$ cat config.mk
export PLATFORM = sky130hd
export DESIGN_NAME = pms_sequencer
export DESIGN_NICKNAME = d
export VERILOG_FILES = /design/src/verilog/pms_pkg.sv /design/src/verilog/pms_sync_if.sv /design/src/verilog/pms_sequencer.sv /design/src/verilog/pms_input_sync.sv
export SDC_FILE = /design/constraint.sdc
export NUM_CORES = 1
export LEC_CHECK = 0
export BUFFER_PORTS_ARGS = -buffer_cell sky130_fd_sc_hd__buf_2
export CAP_MARGIN = 20
export CORE_ASPECT_RATIO = 1.75
export CORE_MARGIN = 4
export CORE_UTILIZATION = 60
export DETAILED_ROUTE_END_ITERATION = 8
export GPL_TIMING_DRIVEN = 1
export PLACE_DENSITY = 0.75
export SLEW_MARGIN = 20
export SYNTH_ARGS = -nofsm -noshare
export SYNTH_HDL_FRONTEND = slang
export SYNTH_SLANG_ARGS = --single-unit
$ cat constraint.sdc
create_clock -name clk_i -period 5.8 [get_ports clk_i]
set_input_delay 1.45 -clock clk_i [delete_from_list [all_inputs] [get_ports clk_i]]
set_output_delay 1.45 -clock clk_i [all_outputs]
set_load 0.05 [all_outputs]
$ cat src/verilog/pms_pkg.sv
package pms_pkg;
    localparam int unsigned RAILS = 13;
    localparam int unsigned RANK_W = 4;
    localparam int unsigned CLK_HZ = 40_000_000;
    // press length that splits soft reset from power cycle, in ms
    localparam int unsigned LONG_PRESS_MS = 4000;
    localparam int unsigned LONG_PRESS_CYC = CLK_HZ / 1000 * LONG_PRESS_MS;
    // reset timeout after release, in ms
    localparam int unsigned RST_TIMEOUT_MS = 64;
    localparam int unsigned RST_TIMEOUT_CYC = CLK_HZ / 1000 * RST_TIMEOUT_MS;
    // spacing between two rail steps, in us
    localparam int unsigned STEP_US = 100;
    localparam int unsigned STEP_CYC = CLK_HZ / 1000_000 * STEP_US;
    localparam int unsigned CNT_W = 28;
    // rail bit positions: bit n-1 is rail n
    localparam logic [RAILS-1:0] SLEEP_ON_MASK = 13'h1861; // rails 1,6,7,12,13
    localparam logic [RAILS-1:0] KEEPALIVE_MASK = 13'h1000; // rail 13
    localparam logic [RAILS-1:0] ALL_RAILS = 13'h1fff;
    localparam logic [RANK_W-1:0] LAST_RANK = 4'hc;
    localparam logic [RANK_W-1:0] FIRST_RANK = 4'h0;

    // rank of each rail, index = rail number - 1
    function automatic logic [RANK_W-1:0] pms_rank(input int unsigned idx);
        logic [RANK_W-1:0] r;
        r = 4'h0;
        case (idx)
            0: r = 4'h7;
            1: r = 4'h3;
            2: r = 4'h4;
            3: r = 4'h2;
            4: r = 4'h5;
            5: r = 4'h1;
            6: r = 4'h6;
            7: r = 4'hb;
            8: r = 4'hc;
            9: r = 4'ha;
            10: r = 4'h9;
            11: r = 4'h8;
            default: r = 4'h0;
        endcase
        return r;
    endfunction

    typedef enum logic [5:0] {
        PMS_OFF    = 6'h01,
        PMS_RAMP   = 6'h02,
        PMS_BOOT   = 6'h04,
        PMS_RUN    = 6'h08,
        PMS_CYCLE  = 6'h10,
        PMS_HOLD   = 6'h20
    } pms_state_e;
endpackage

$ cat src/verilog/pms_sync_if.sv
`timescale 1ns/100ps
interface pms_sync_if;
    logic power_hold_in;
    logic main_power_request;
    logic pushbutton_pressed;
    logic manual_reset_press;
    modport src (output power_hold_in, output main_power_request,
        output pushbutton_pressed, output manual_reset_press);
    modport dst (input power_hold_in, input main_power_request,
        input pushbutton_pressed, input manual_reset_press);
endinterface

$ cat src/verilog/pms_sequencer.sv
// Overview of operation
// - power-up enables rails one step at a time in rank order 13,6,4,2,3,5,7,1,12,11,10,8,9.
// - with power hold and main power request both high every rail is on.
// - power hold high and main request low is sleep, keeping only rails 1,6,7,12,13 on.
// - both controls low with the backup supply good leaves only rail 13 on.
// - both controls low with the backup supply low turns every rail off including rail 13.
// - power hold and main request are plain levels that directly pick the rail set.
// - the push-button is an enable request through a resistor and a reset request when direct.
// - a manual reset press is only seen through the decoded direct-press flag.
// - a timer measures how long a manual reset press lasts and picks the action from it.
// - a press under 4 s pulls reset low at once until release plus the reset timeout.
// - a press over 4 s turns all rails off and, if power hold is high at release, sequences them back on.
// - if power hold is not high when the button is released after an enable press, all go off.
`timescale 1ns/100ps
module pms_sequencer
    import pms_pkg::*;
#(
    parameter int unsigned LONG_PRESS = LONG_PRESS_CYC,
    parameter int unsigned RST_TIMEOUT = RST_TIMEOUT_CYC,
    // spacing between rail steps; a short value keeps a bench ramp affordable
    parameter int unsigned STEP = STEP_CYC
) (
    input wire logic clk_i,
    input wire logic rst_i,
    input wire logic ce_i,
    input wire logic power_hold_in_i,
    input wire logic main_power_request_i,
    input wire logic pushbutton_in_n_i,
    input wire logic manual_reset_press_i,
    input wire logic backup_supply_sense_i,
    output logic [RAILS-1:0] rail_en_o,
    output logic rail_keepalive_o,
    output logic system_reset_out_n_o,
    output logic system_reset_out_n_oe_o,
    output logic pushbutton_status_n_o,
    output logic pushbutton_status_n_oe_o,
    output logic [5:0] state_o
);
    pms_sync_if sync_bus ();

    // raw button level is active low; flag is direct-path decode
    pms_input_sync u_sync (
        .clk_i(clk_i),
        .rst_i(rst_i),
        .ce_i(ce_i),
        .raw_i({manual_reset_press_i, ~pushbutton_in_n_i,
            main_power_request_i, power_hold_in_i}),
        .sync(sync_bus.src)
    );

    wire hold = sync_bus.power_hold_in;
    wire req = sync_bus.main_power_request;
    wire pressed = sync_bus.pushbutton_pressed;
    // a direct press counts only while the button is actually down
    wire mr_press = sync_bus.manual_reset_press & pressed;
    wire enable_press = pressed & ~sync_bus.manual_reset_press;

    pms_state_e state;
    pms_state_e next_state;
    logic [RANK_W-1:0] rank;
    logic [RANK_W-1:0] next_rank;
    logic [RAILS-1:0] rails;
    logic [RAILS-1:0] next_rails;
    logic [CNT_W-1:0] step_cnt;
    logic [CNT_W-1:0] press_cnt;
    logic [CNT_W-1:0] rst_cnt;
    logic mr_active;
    logic long_done;
    logic reset_low;
    logic boot_wait;

    // only the rail of the current rank; a late target change never adds two at once
    logic [RAILS-1:0] ranked;
    genvar gi;
    generate
        for (gi = 0; gi < RAILS; gi++) begin : g_rank
            assign ranked[gi] = (pms_rank(gi) == rank);
        end
    endgenerate

    // level decode of the mode target, no latching of inputs
    wire [RAILS-1:0] mode_target = (hold & req) ? ALL_RAILS :
        hold ? SLEEP_ON_MASK :
        backup_supply_sense_i ? KEEPALIVE_MASK :
        {RAILS{1'b0}};
    wire step_tick = (step_cnt == CNT_W'(STEP - 1));
    wire press_long = (press_cnt >= CNT_W'(LONG_PRESS));
    wire rst_expired = (rst_cnt >= CNT_W'(RST_TIMEOUT));
    wire rank_last = (rank == LAST_RANK);
    wire want_on = hold | req;

    // step pacing; runs only while ramping
    always_ff @(posedge clk_i or posedge rst_i) begin
        if (rst_i) begin
            step_cnt <= '0;
        end else if (ce_i) begin
            step_cnt <= (state == PMS_RAMP && !step_tick) ? step_cnt + 1'b1 : '0;
        end
    end

    // press timer: counts while a direct press is held
    always_ff @(posedge clk_i or posedge rst_i) begin
        if (rst_i) begin
            press_cnt <= '0;
            mr_active <= 1'b0;
            long_done <= 1'b0;
        end else if (ce_i) begin
            mr_active <= mr_press ? 1'b1 : (pressed ? mr_active : 1'b0);
            press_cnt <= mr_press ? (press_long ? press_cnt : press_cnt + 1'b1) : '0;
            long_done <= mr_press ? (long_done | press_long) : 1'b0;
        end
    end

    // reset output: low at boot and during a short press until release plus timeout
    always_ff @(posedge clk_i or posedge rst_i) begin
        if (rst_i) begin
            reset_low <= 1'b1;
            rst_cnt <= '0;
        end else if (ce_i) begin
            if (mr_active || state != PMS_RUN) begin
                reset_low <= 1'b1;
                rst_cnt <= '0;
            end else if (rst_expired) begin
                reset_low <= 1'b0;
            end else begin
                rst_cnt <= rst_cnt + 1'b1;
            end
        end
    end

    // sequencing state machine
    always_comb begin
        next_state = state;
        next_rank = rank;
        next_rails = rails;
        case (state)
            PMS_OFF: begin
                next_rails = mode_target & KEEPALIVE_MASK;
                next_rank = FIRST_RANK;
                if (enable_press || want_on) begin
                    next_state = PMS_RAMP;
                end
            end
            PMS_RAMP: begin
                // only rails in the target (every rail while boot_wait) are brought up, in rank order
                next_rails = rails | (ranked & (boot_wait ? ALL_RAILS : mode_target));
                if (boot_wait && !pressed && !hold) begin
                    // button let go before the host took hold: abort the boot at once
                    next_state = PMS_OFF;
                    next_rails = {RAILS{1'b0}};
                end else if (!boot_wait && !want_on) begin
                    next_state = PMS_OFF;
                end else if (step_tick) begin
                    if (rank_last) begin
                        next_state = boot_wait ? PMS_BOOT : PMS_RUN;
                    end else begin
                        next_rank = rank + 1'b1;
                    end
                end
            end
            PMS_BOOT: begin
                // wait for the processor to take hold before release
                if (hold) begin
                    next_state = PMS_RUN;
                end else if (!pressed) begin
                    next_state = PMS_OFF;
                    next_rails = {RAILS{1'b0}};
                end
            end
            PMS_RUN: begin
                if (long_done) begin
                    next_state = PMS_CYCLE;
                end else if ((mode_target & ~rails) != '0) begin
                    next_state = PMS_RAMP;
                    next_rank = FIRST_RANK;
                end else begin
                    next_rails = mode_target;
                    if (!want_on) begin
                        next_state = PMS_OFF;
                    end
                end
            end
            PMS_CYCLE: begin
                next_rails = {RAILS{1'b0}};
                next_state = PMS_HOLD;
            end
            PMS_HOLD: begin
                // stay dark until the button is let go, then ramp back up if power hold is high
                next_rails = {RAILS{1'b0}};
                next_rank = FIRST_RANK;
                if (!pressed) begin
                    next_state = PMS_RAMP;
                end
            end
            default: begin
                next_state = PMS_OFF;
                next_rails = {RAILS{1'b0}};
            end
        endcase
    end

    // boot_wait marks a ramp started by an enable press with hold and req low, or by leaving the power-cycle hold
    always_ff @(posedge clk_i or posedge rst_i) begin
        if (rst_i) begin
            state <= PMS_OFF;
            rank <= FIRST_RANK;
            rails <= {RAILS{1'b0}};
            boot_wait <= 1'b0;
        end else if (ce_i) begin
            state <= next_state;
            rank <= next_rank;
            rails <= next_rails;
            if (state == PMS_OFF) begin
                boot_wait <= enable_press & ~want_on;
            end else if (state == PMS_HOLD) begin
                boot_wait <= 1'b1;
            end
        end
    end

    assign rail_en_o = rails;
    assign rail_keepalive_o = rails[RAILS-1];
    assign system_reset_out_n_o = 1'b0;
    assign system_reset_out_n_oe_o = ~reset_low; // low enable = driving low
    assign pushbutton_status_n_o = 1'b0;
    assign pushbutton_status_n_oe_o = ~pressed;
    assign state_o = state;
endmodule

$ cat src/verilog/pms_input_sync.sv
`timescale 1ns/100ps
module pms_input_sync
    import pms_pkg::*;
(
    input wire logic clk_i,
    input wire logic rst_i,
    input wire logic ce_i,
    input wire logic [3:0] raw_i,
    pms_sync_if.src sync
);
    logic [3:0] stage1;
    logic [3:0] stage2;

    // two flops per input; only stage2 is ever decoded
    always_ff @(posedge clk_i or posedge rst_i) begin
        if (rst_i) begin
            stage1 <= 4'h0;
            stage2 <= 4'h0;
        end else if (ce_i) begin
            stage1 <= raw_i;
            stage2 <= stage1;
        end
    end

    assign sync.power_hold_in = stage2[0];
    assign sync.main_power_request = stage2[1];
    assign sync.pushbutton_pressed = stage2[2];
    assign sync.manual_reset_press = stage2[3];
endmodule

==> flow_summary.json, run 1 <==
{
  "grt_antenna_before_repair": 0,
  "wl_um": 14600,
  "min_to": "u_sync.stage1[2]",
  "finalMaxSlewViolations": 0,
  "synth-compound-area-share_pct": 12.4,
  "cp.arrival_ps": 3430,
  "syn_inst": 714,
  "via_count": 5454,
  "min_period_ps": 3140,
  "cts_max_level": 4,
  "clock_sinks": 119,
  "slew_headroom_pct": 31.6,
  "synth_mux_area_share_pct": 2.52,
  "grt_first_pass_wirelength_um": 24600,
  "initialDrtViolationCount": 326,
  "routedWlPerCell_um": 16.8,
  "clockRootBuffer": "clkbuf_16",
  "grt-ovfl-total": 0,
  "ys_seq_elements": 119,
  "tightest_slew_ps": 1020,
  "synth_enable_flop_cells": 0,
  "cts_setup_buffers": 0,
  "cts-hold-fix-buffers": 0,
  "grtUsageMet2_pct": 45.0,
  "firstDrtPassIters": 5,
  "io-pin-count": 32,
  "track_usage_pct": 24.8,
  "min_from": "u_sync.stage1[2]",
  "drive_above_1_share_pct": 11.3,
  "cp_cell_sequence": "buf_2, inv_1, buf_4, a31oi_1, o311ai_0, o21bai_2, mux2_2",
  "ys_seq_area_share_pct": 46.5,
  "setup_viol_count_final": 0,
  "start_kind": "primary input",
  "max_cap_violations": 0,
  "hold_class": "flop to flop",
  "peakVddDrop_uv": 245,
  "cp_slowest_cell": "buf_2",
  "synth_top_family_by_area": "simple AND/OR/NAND/NOR gates",
  "hold_violations": 0,
  "cts.clk_slew.worst_paths_ps": 60,
  "numCtsBuffers": 17,
  "fp.dieW_um": 86.1,
  "r2r_slack_ps": 3080,
  "grt-busiest-layer": "met2",
  "nNetsFinal": 748,
  "finalCritPeriodShare_pct": 54.1,
  "synthTopCellsByCount": "117 x dfrtp_1, 95 x nor2_1, 74 x nand2_1, 41 x nand3_1, 40 x xor2_1",
  "setup_tns_ps": 0,
  "whs_path_depth": 2,
  "crit_buf_inv": 3,
  "grt_pass1_vias": 5357,
  "ys_warn_count": 0,
  "dp_hpwl_um": 10200,
  "synth_top_cell_by_area": "dfrtp_1",
  "reg2reg_to": "state_o[3]",
  "area_delta_synth_final_pct": 11.9,
  "synth_ff_type": "dfrtp_1",
  "syn_area_um2": 6410,
  "synth-xor-area-share_pct": 6.69,
  "cpPeakStageDelay_ps": 540,
  "p_leak_uw": 0.00326,
  "cts_tree": "yes",
  "fin_area_um2": 7170,
  "drtAntennaViolNets": 0,
  "viasPerCell": 6.26,
  "place_area_um2": 6600,
  "synthSimpleGateAreaFrac_pct": 26.3,
  "power_uw": 2370,
  "synthArstFlopShare_pct": 100,
  "initial_core_util_pct": 61.9,
  "status": "finished clean",
  "insertion_delay_ps": 410,
  "synth_area_leaders": "dfrtp_1 46%, nor2_1 5.6%, xor2_1 5.5%",
  "timing.fmax_mhz": 319,
  "crit_fanout": 39,
  "drcViolationCount": 0,
  "synth_top_area_share_pct": 45.7,
  "rr_worst_depth": 6,
  "rsz0062_at_grt": "false",
  "nFillCells": 808,
  "grt_max_degree": 81,
  "fp.coreArea_um2": 10400,
  "syn_avg_cell_area_um2": 8.98,
  "cpLargestDelayFamily": "buffers and inverters",
  "post_cts_resized": 0,
  "place_congestion": 0.887,
  "finClkSkew_ps": 5.96,
  "dieArea_um2": 12500,
  "cts_buffer_depth": 2,
  "pwr_density_cell_nw_per_um2": 330,
  "ys_types": 58,
  "endpoint_kind": "flop",
  "yosys.area_share.adder_pct": 1.76,
  "placementRows": 49,
  "reg2reg_from": "state_o[3]",
  "portBuffers": 29,
  "synth_most_common_cell": "dfrtp_1",
  "num_antenna_cells": 0,
  "grt_util_met3_pct": 6.06,
  "worstSetupPathType": "primary input to flop",
  "fp.dieH_um": 145,
  "critical_path_required_ps": 6090,
  "gr-usage-met1_pct": 26.8
}
==> state kept, by name, indices dropped and copies added, names as in the netlist <==
| signal | count |
|---|---|
| boot_wait | 1 |
| long_done | 1 |
| mr_active | 1 |
| press_cnt | 28 |
| rail_en_o | 13 |
| rank | 4 |
| reset_low | 1 |
| rst_cnt | 28 |
| state_o | 6 |
| step_cnt | 28 |
| u_sync.stage1 | 4 |
| u_sync.stage2 | 4 |
==> per-stage QoR <==
step / hold slack, ps / setup slack, ps / instances / util, %
6_report: 498 / 2660 / 871 / 69.2
5_1_grt: 517 / 2400 / 871 / 69.2
4_1_cts: 502 / 2480 / 871 / 69.1
3_5_place_dp: 487 / 2040 / 839 / 63.7
3_3_place_gp: 465 / 2190 / 839 / 63.7
2_1_floorplan: 449 / 1200 / 715 / -
==> how the worst max path moves through the flow <==
stage | cells after the start | startpoint | slack (ps) | to
2_1_floorplan | 1 | rst_i | 1200 | boot_wait
3_3_place_gp | 6 | ce_i | 2190 | rst_cnt[6]
3_5_place_dp | 6 | ce_i | 2040 | rst_cnt[6]
4_1_cts | 6 | ce_i | 2480 | rst_cnt[6]
5_1_grt | 6 | ce_i | 2400 | rst_cnt[13]
6_report | 7 | ce_i | 2660 | state_o[3]
==> area by class of cell <==
class | instances | area [µm²] | share of cell area [%]
clock buffers | 18 | 439 | 6.12
clock inverters | 14 | 126 | 1.76
flip-flops and latches | 119 | 2980 | 41.6
inverters | 22 | 87.6 | 1.22
multi-input cells | 537 | 3200 | 44.6
well taps | 127 | 159 | 2.22
repair buffers | 34 | 183 | 2.55
==> cells by family after synthesis <==
| kind of cell | after synthesis |
|---|---|
| buffers and inverters | 59 |
| DFF | 119 |
| adders and majority gates | 9 |
| and+or+nand+nor | 339 |
| muxes | 15 |
| other | 1 |
| AOI/OAI and AO/OA | 123 |
| xor gates and xnor gates | 49 |
==> report_power, final <==
group          switching, µW  internal [µW]
sequential              64.4            869
clock                    394            601
combinational            301            140
total                    760           1610
==> routing by layer <==
| layer | vias to the layer above | wire length (µm) |
|---|---|---|
| li1 | 2562 | - |
| met1 | 2667 | 5610 |
| met2 | 176 | 7860 |
| met3 | 49 | 638 |
| met4 | 0 | 494 |
| met5 | - | 0 |
==> placed cells by master, fill, tap and decap left out, types with 6 or more instances in the layout <==
cell / synthesis / layout
o211ai_1: 9 / 9
nor2b_1: 9 / 9
and3_1: 19 / 19
nand3_1: 41 / 41
clkbuf_16: 0 / 17
dfrtp_1: 117 / 117
xnor2_1: 9 / 9
nor3_1: 18 / 18
o21ai_0: 35 / 35
and2_1: 9 / 9
nand4_1: 23 / 23
mux2_2: 9 / 9
nor4_1: 11 / 11
nand2_1: 74 / 74
and4_1: 13 / 13
ha_1: 9 / 9
buf_2: 1 / 29
a21oi_1: 31 / 31
or4_1: 6 / 6
mux2i_1: 6 / 6
xor2_1: 40 / 40
inv_1: 22 / 21
nand2b_1: 9 / 9
nor2_1: 95 / 95
==> tightest hold or removal path: cells and delay by family, from the launching register on <==
kind	cells	cell delay, ps
flip-flops	1	350
AO/OA/AOI/OAI	1	60
AND/OR/NAND/NOR	1	50
Power figures use the tool's default switching activity.
==> run 2, diff against run 1 <==
--- a/config.mk
+++ b/config.mk
@@ -9,10 +9,10 @@
 export CAP_MARGIN = 20
 export CORE_ASPECT_RATIO = 1.75
 export CORE_MARGIN = 4
-export CORE_UTILIZATION = 60
+export CORE_UTILIZATION = 56
 export DETAILED_ROUTE_END_ITERATION = 8
 export GPL_TIMING_DRIVEN = 1
-export PLACE_DENSITY = 0.75
+export PLACE_DENSITY = 0.74
 export SLEW_MARGIN = 20
 export SYNTH_ARGS = -nofsm -noshare
 export SYNTH_HDL_FRONTEND = slang
==> constraint.sdc (replaced) <==
create_clock -name clk_i -period 2.51 [get_ports clk_i]
set_input_delay 0.6275 -clock clk_i [delete_from_list [all_inputs] [get_ports clk_i]]
set_output_delay 0.6275 -clock clk_i [all_outputs]
set_load 0.05 [all_outputs]
==> flow_summary.json, run 2 (synthesized netlist as in run 1, its figures left out) <==
{
  "status": "finished clean",
  "cts_tree": "yes",
  "fp.coreArea_um2": 11200,
  "wl_um": 15500,
  "hold_class": "primary input to asynchronous set/reset pin",
  "worstSetupPathType": "flop to flop",
  "tightest_slew_ps": 779,
  "hold_violations": 0,
  "num_antenna_cells": 0,
  "firstDrtPassIters": 5,
  "reg_top3": "press_cnt (28), rst_cnt (28), step_cnt (28)",
  "grt-ovfl-total": 0,
  "cts.clk_slew.worst_paths_ps": 50,
  "critical_path_required_ps": 2860,
  "power_uw": 5880,
  "place_area_um2": 6820,
  "cts-hold-fix-buffers": 0,
  "dieArea_um2": 13300,
  "setup_viol_count_final": 0,
  "initialDrtViolationCount": 362,
  "numCtsBuffers": 17,
  "p_int_uw": 4180,
  "pwr_density_cell_nw_per_um2": 787,
  "fp.dieW_um": 88.9,
  "drive_above_1_share_pct": 14.2,
  "finalCritPeriodShare_pct": 95.7,
  "rsz0062_at_grt": "true",
  "pwr-share-seq_pct": 36.4,
  "grt_first_pass_wirelength_um": 26400,
  "dp_hpwl_um": 11100,
  "fin_area_um2": 7470,
  "track_usage_pct": 25.4,
  "holdWs_ps": 316,
  "area_delta_synth_final_pct": 16.5,
  "placementRows": 51,
  "via_count": 5579,
  "final_common_cell": "dfrtp_1",
  "setup_tns_ps": 0,
  "cts_max_level": 4,
  "post_cts_resized": 0,
  "start_kind": "flop",
  "r2r_slack_ps": 110,
  "routedWlPerCell_um": 17.3,
  "grt_pass1_vias": 5638,
  "clockRootBuffer": "clkbuf_16",
  "layout_common_cells": "116 x dfrtp_1, 95 x nor2_1, 74 x nand2_1",
  "reg2reg_from": "press_cnt[21]",
  "nNetsFinal": 772,
  "power.share.switching_pct": 28.8,
  "p_comb_share_pct": 19.3,
  "cts_setup_buffers": 0,
  "clock_sinks": 119,
  "place_congestion": 0.873,
  "grt_max_degree": 46,
  "finalMaxSlewViolations": 0,
  "cp.arrival_ps": 2750,
  "io-pin-count": 32,
  "drcViolationCount": 0,
  "crit_fanout": 7,
  "startpoint": "press_cnt[21]",
  "timing.fmax_mhz": 416,
  "portBuffers": 29,
  "max_cap_violations": 0,
  "peakVddDrop_uv": 574,
  "post-place-cells": 868,
  "insertion_delay_ps": 410,
  "cts_buffer_depth": 2,
  "pwr-share-clk_pct": 44.3,
  "viasPerCell": 6.21,
  "p_leak_uw": 0.00344,
  "slew_headroom_pct": 47.9,
  "initial_core_util_pct": 57.4,
  "grt_antenna_before_repair": 0,
  "drtAntennaViolNets": 0,
  "p_sw_uw": 1700,
  "finClkSkew_ps": 5.88,
  "fp.dieH_um": 150,
  "endpoint_kind": "flop",
  "min_period_ps": 2400,
  "finalNonFillerCells": 899
}
## run 2: cell count changes in the layout (fill, tap and decap cells not counted), sizes merged
cell      delta
clkinv       -2
bufinv       +3
clkbuf       +5
clkinvlp     -3
inv          -4
buf         +24
## run 2: through the flow
stage | util [%] | setup slack (ps)
CTS | 66.8 | 26.3
finish | 66.9 | 109
global placement | 61.1 | 140
floorplan | - | 41.6
detailed placement | 61.1 | 55.0
global route | 66.9 | -8.19
## run 2: cell type report
type	instances	area, µm²
Inverter	22	86.3
Clock inverter	8	143
Fill cell	888	3690
Timing Repair Buffer	58	388
Tap cell	132	165
Clock buffer	23	498
Multi-Input combinational cell	537	3210
Sequential cell	119	2980
## run 2: worst paths after layout
kind / endpoint / cells after the start
worst max register to register: press_cnt[20] / 6
worst min-delay path: rst_cnt[12] / 2
worst min register to register: u_sync.stage2[0] / 2
worst max-delay path: press_cnt[20] / 6
min in group clk_i: u_sync.stage1[2] / 2
max in group asynchronous: step_cnt[13] / 3
## run 2: critical path, stage by stage (launching register included)
cell	delay, ps
dfrtp_1	380
o311a_1	350
o31a_1	250
or3_1	380
or3_1	480
or4_1	420
nand2_1	80
## run 2: routing by layer
layer	global-route usage, %	share of wire [%]	vias to the layer above
li1	-	-	2609
met1	27.7	37	2780
met2	44.8	55	143
met3	5.67	3.9	47
met4	12.7	3.4	0
met5	0	0	-
## run 2: power by group through the flow
stage,registers (µW),logic [µW],clock network [µW]
6_report,2140,1130,2610
5_1_grt,2160,1240,2730
3_5_place_dp,2170,1120,0
3_3_place_gp,2160,1100,0
2_1_floorplan,2250,733,0
4_1_cts,2140,1130,2650
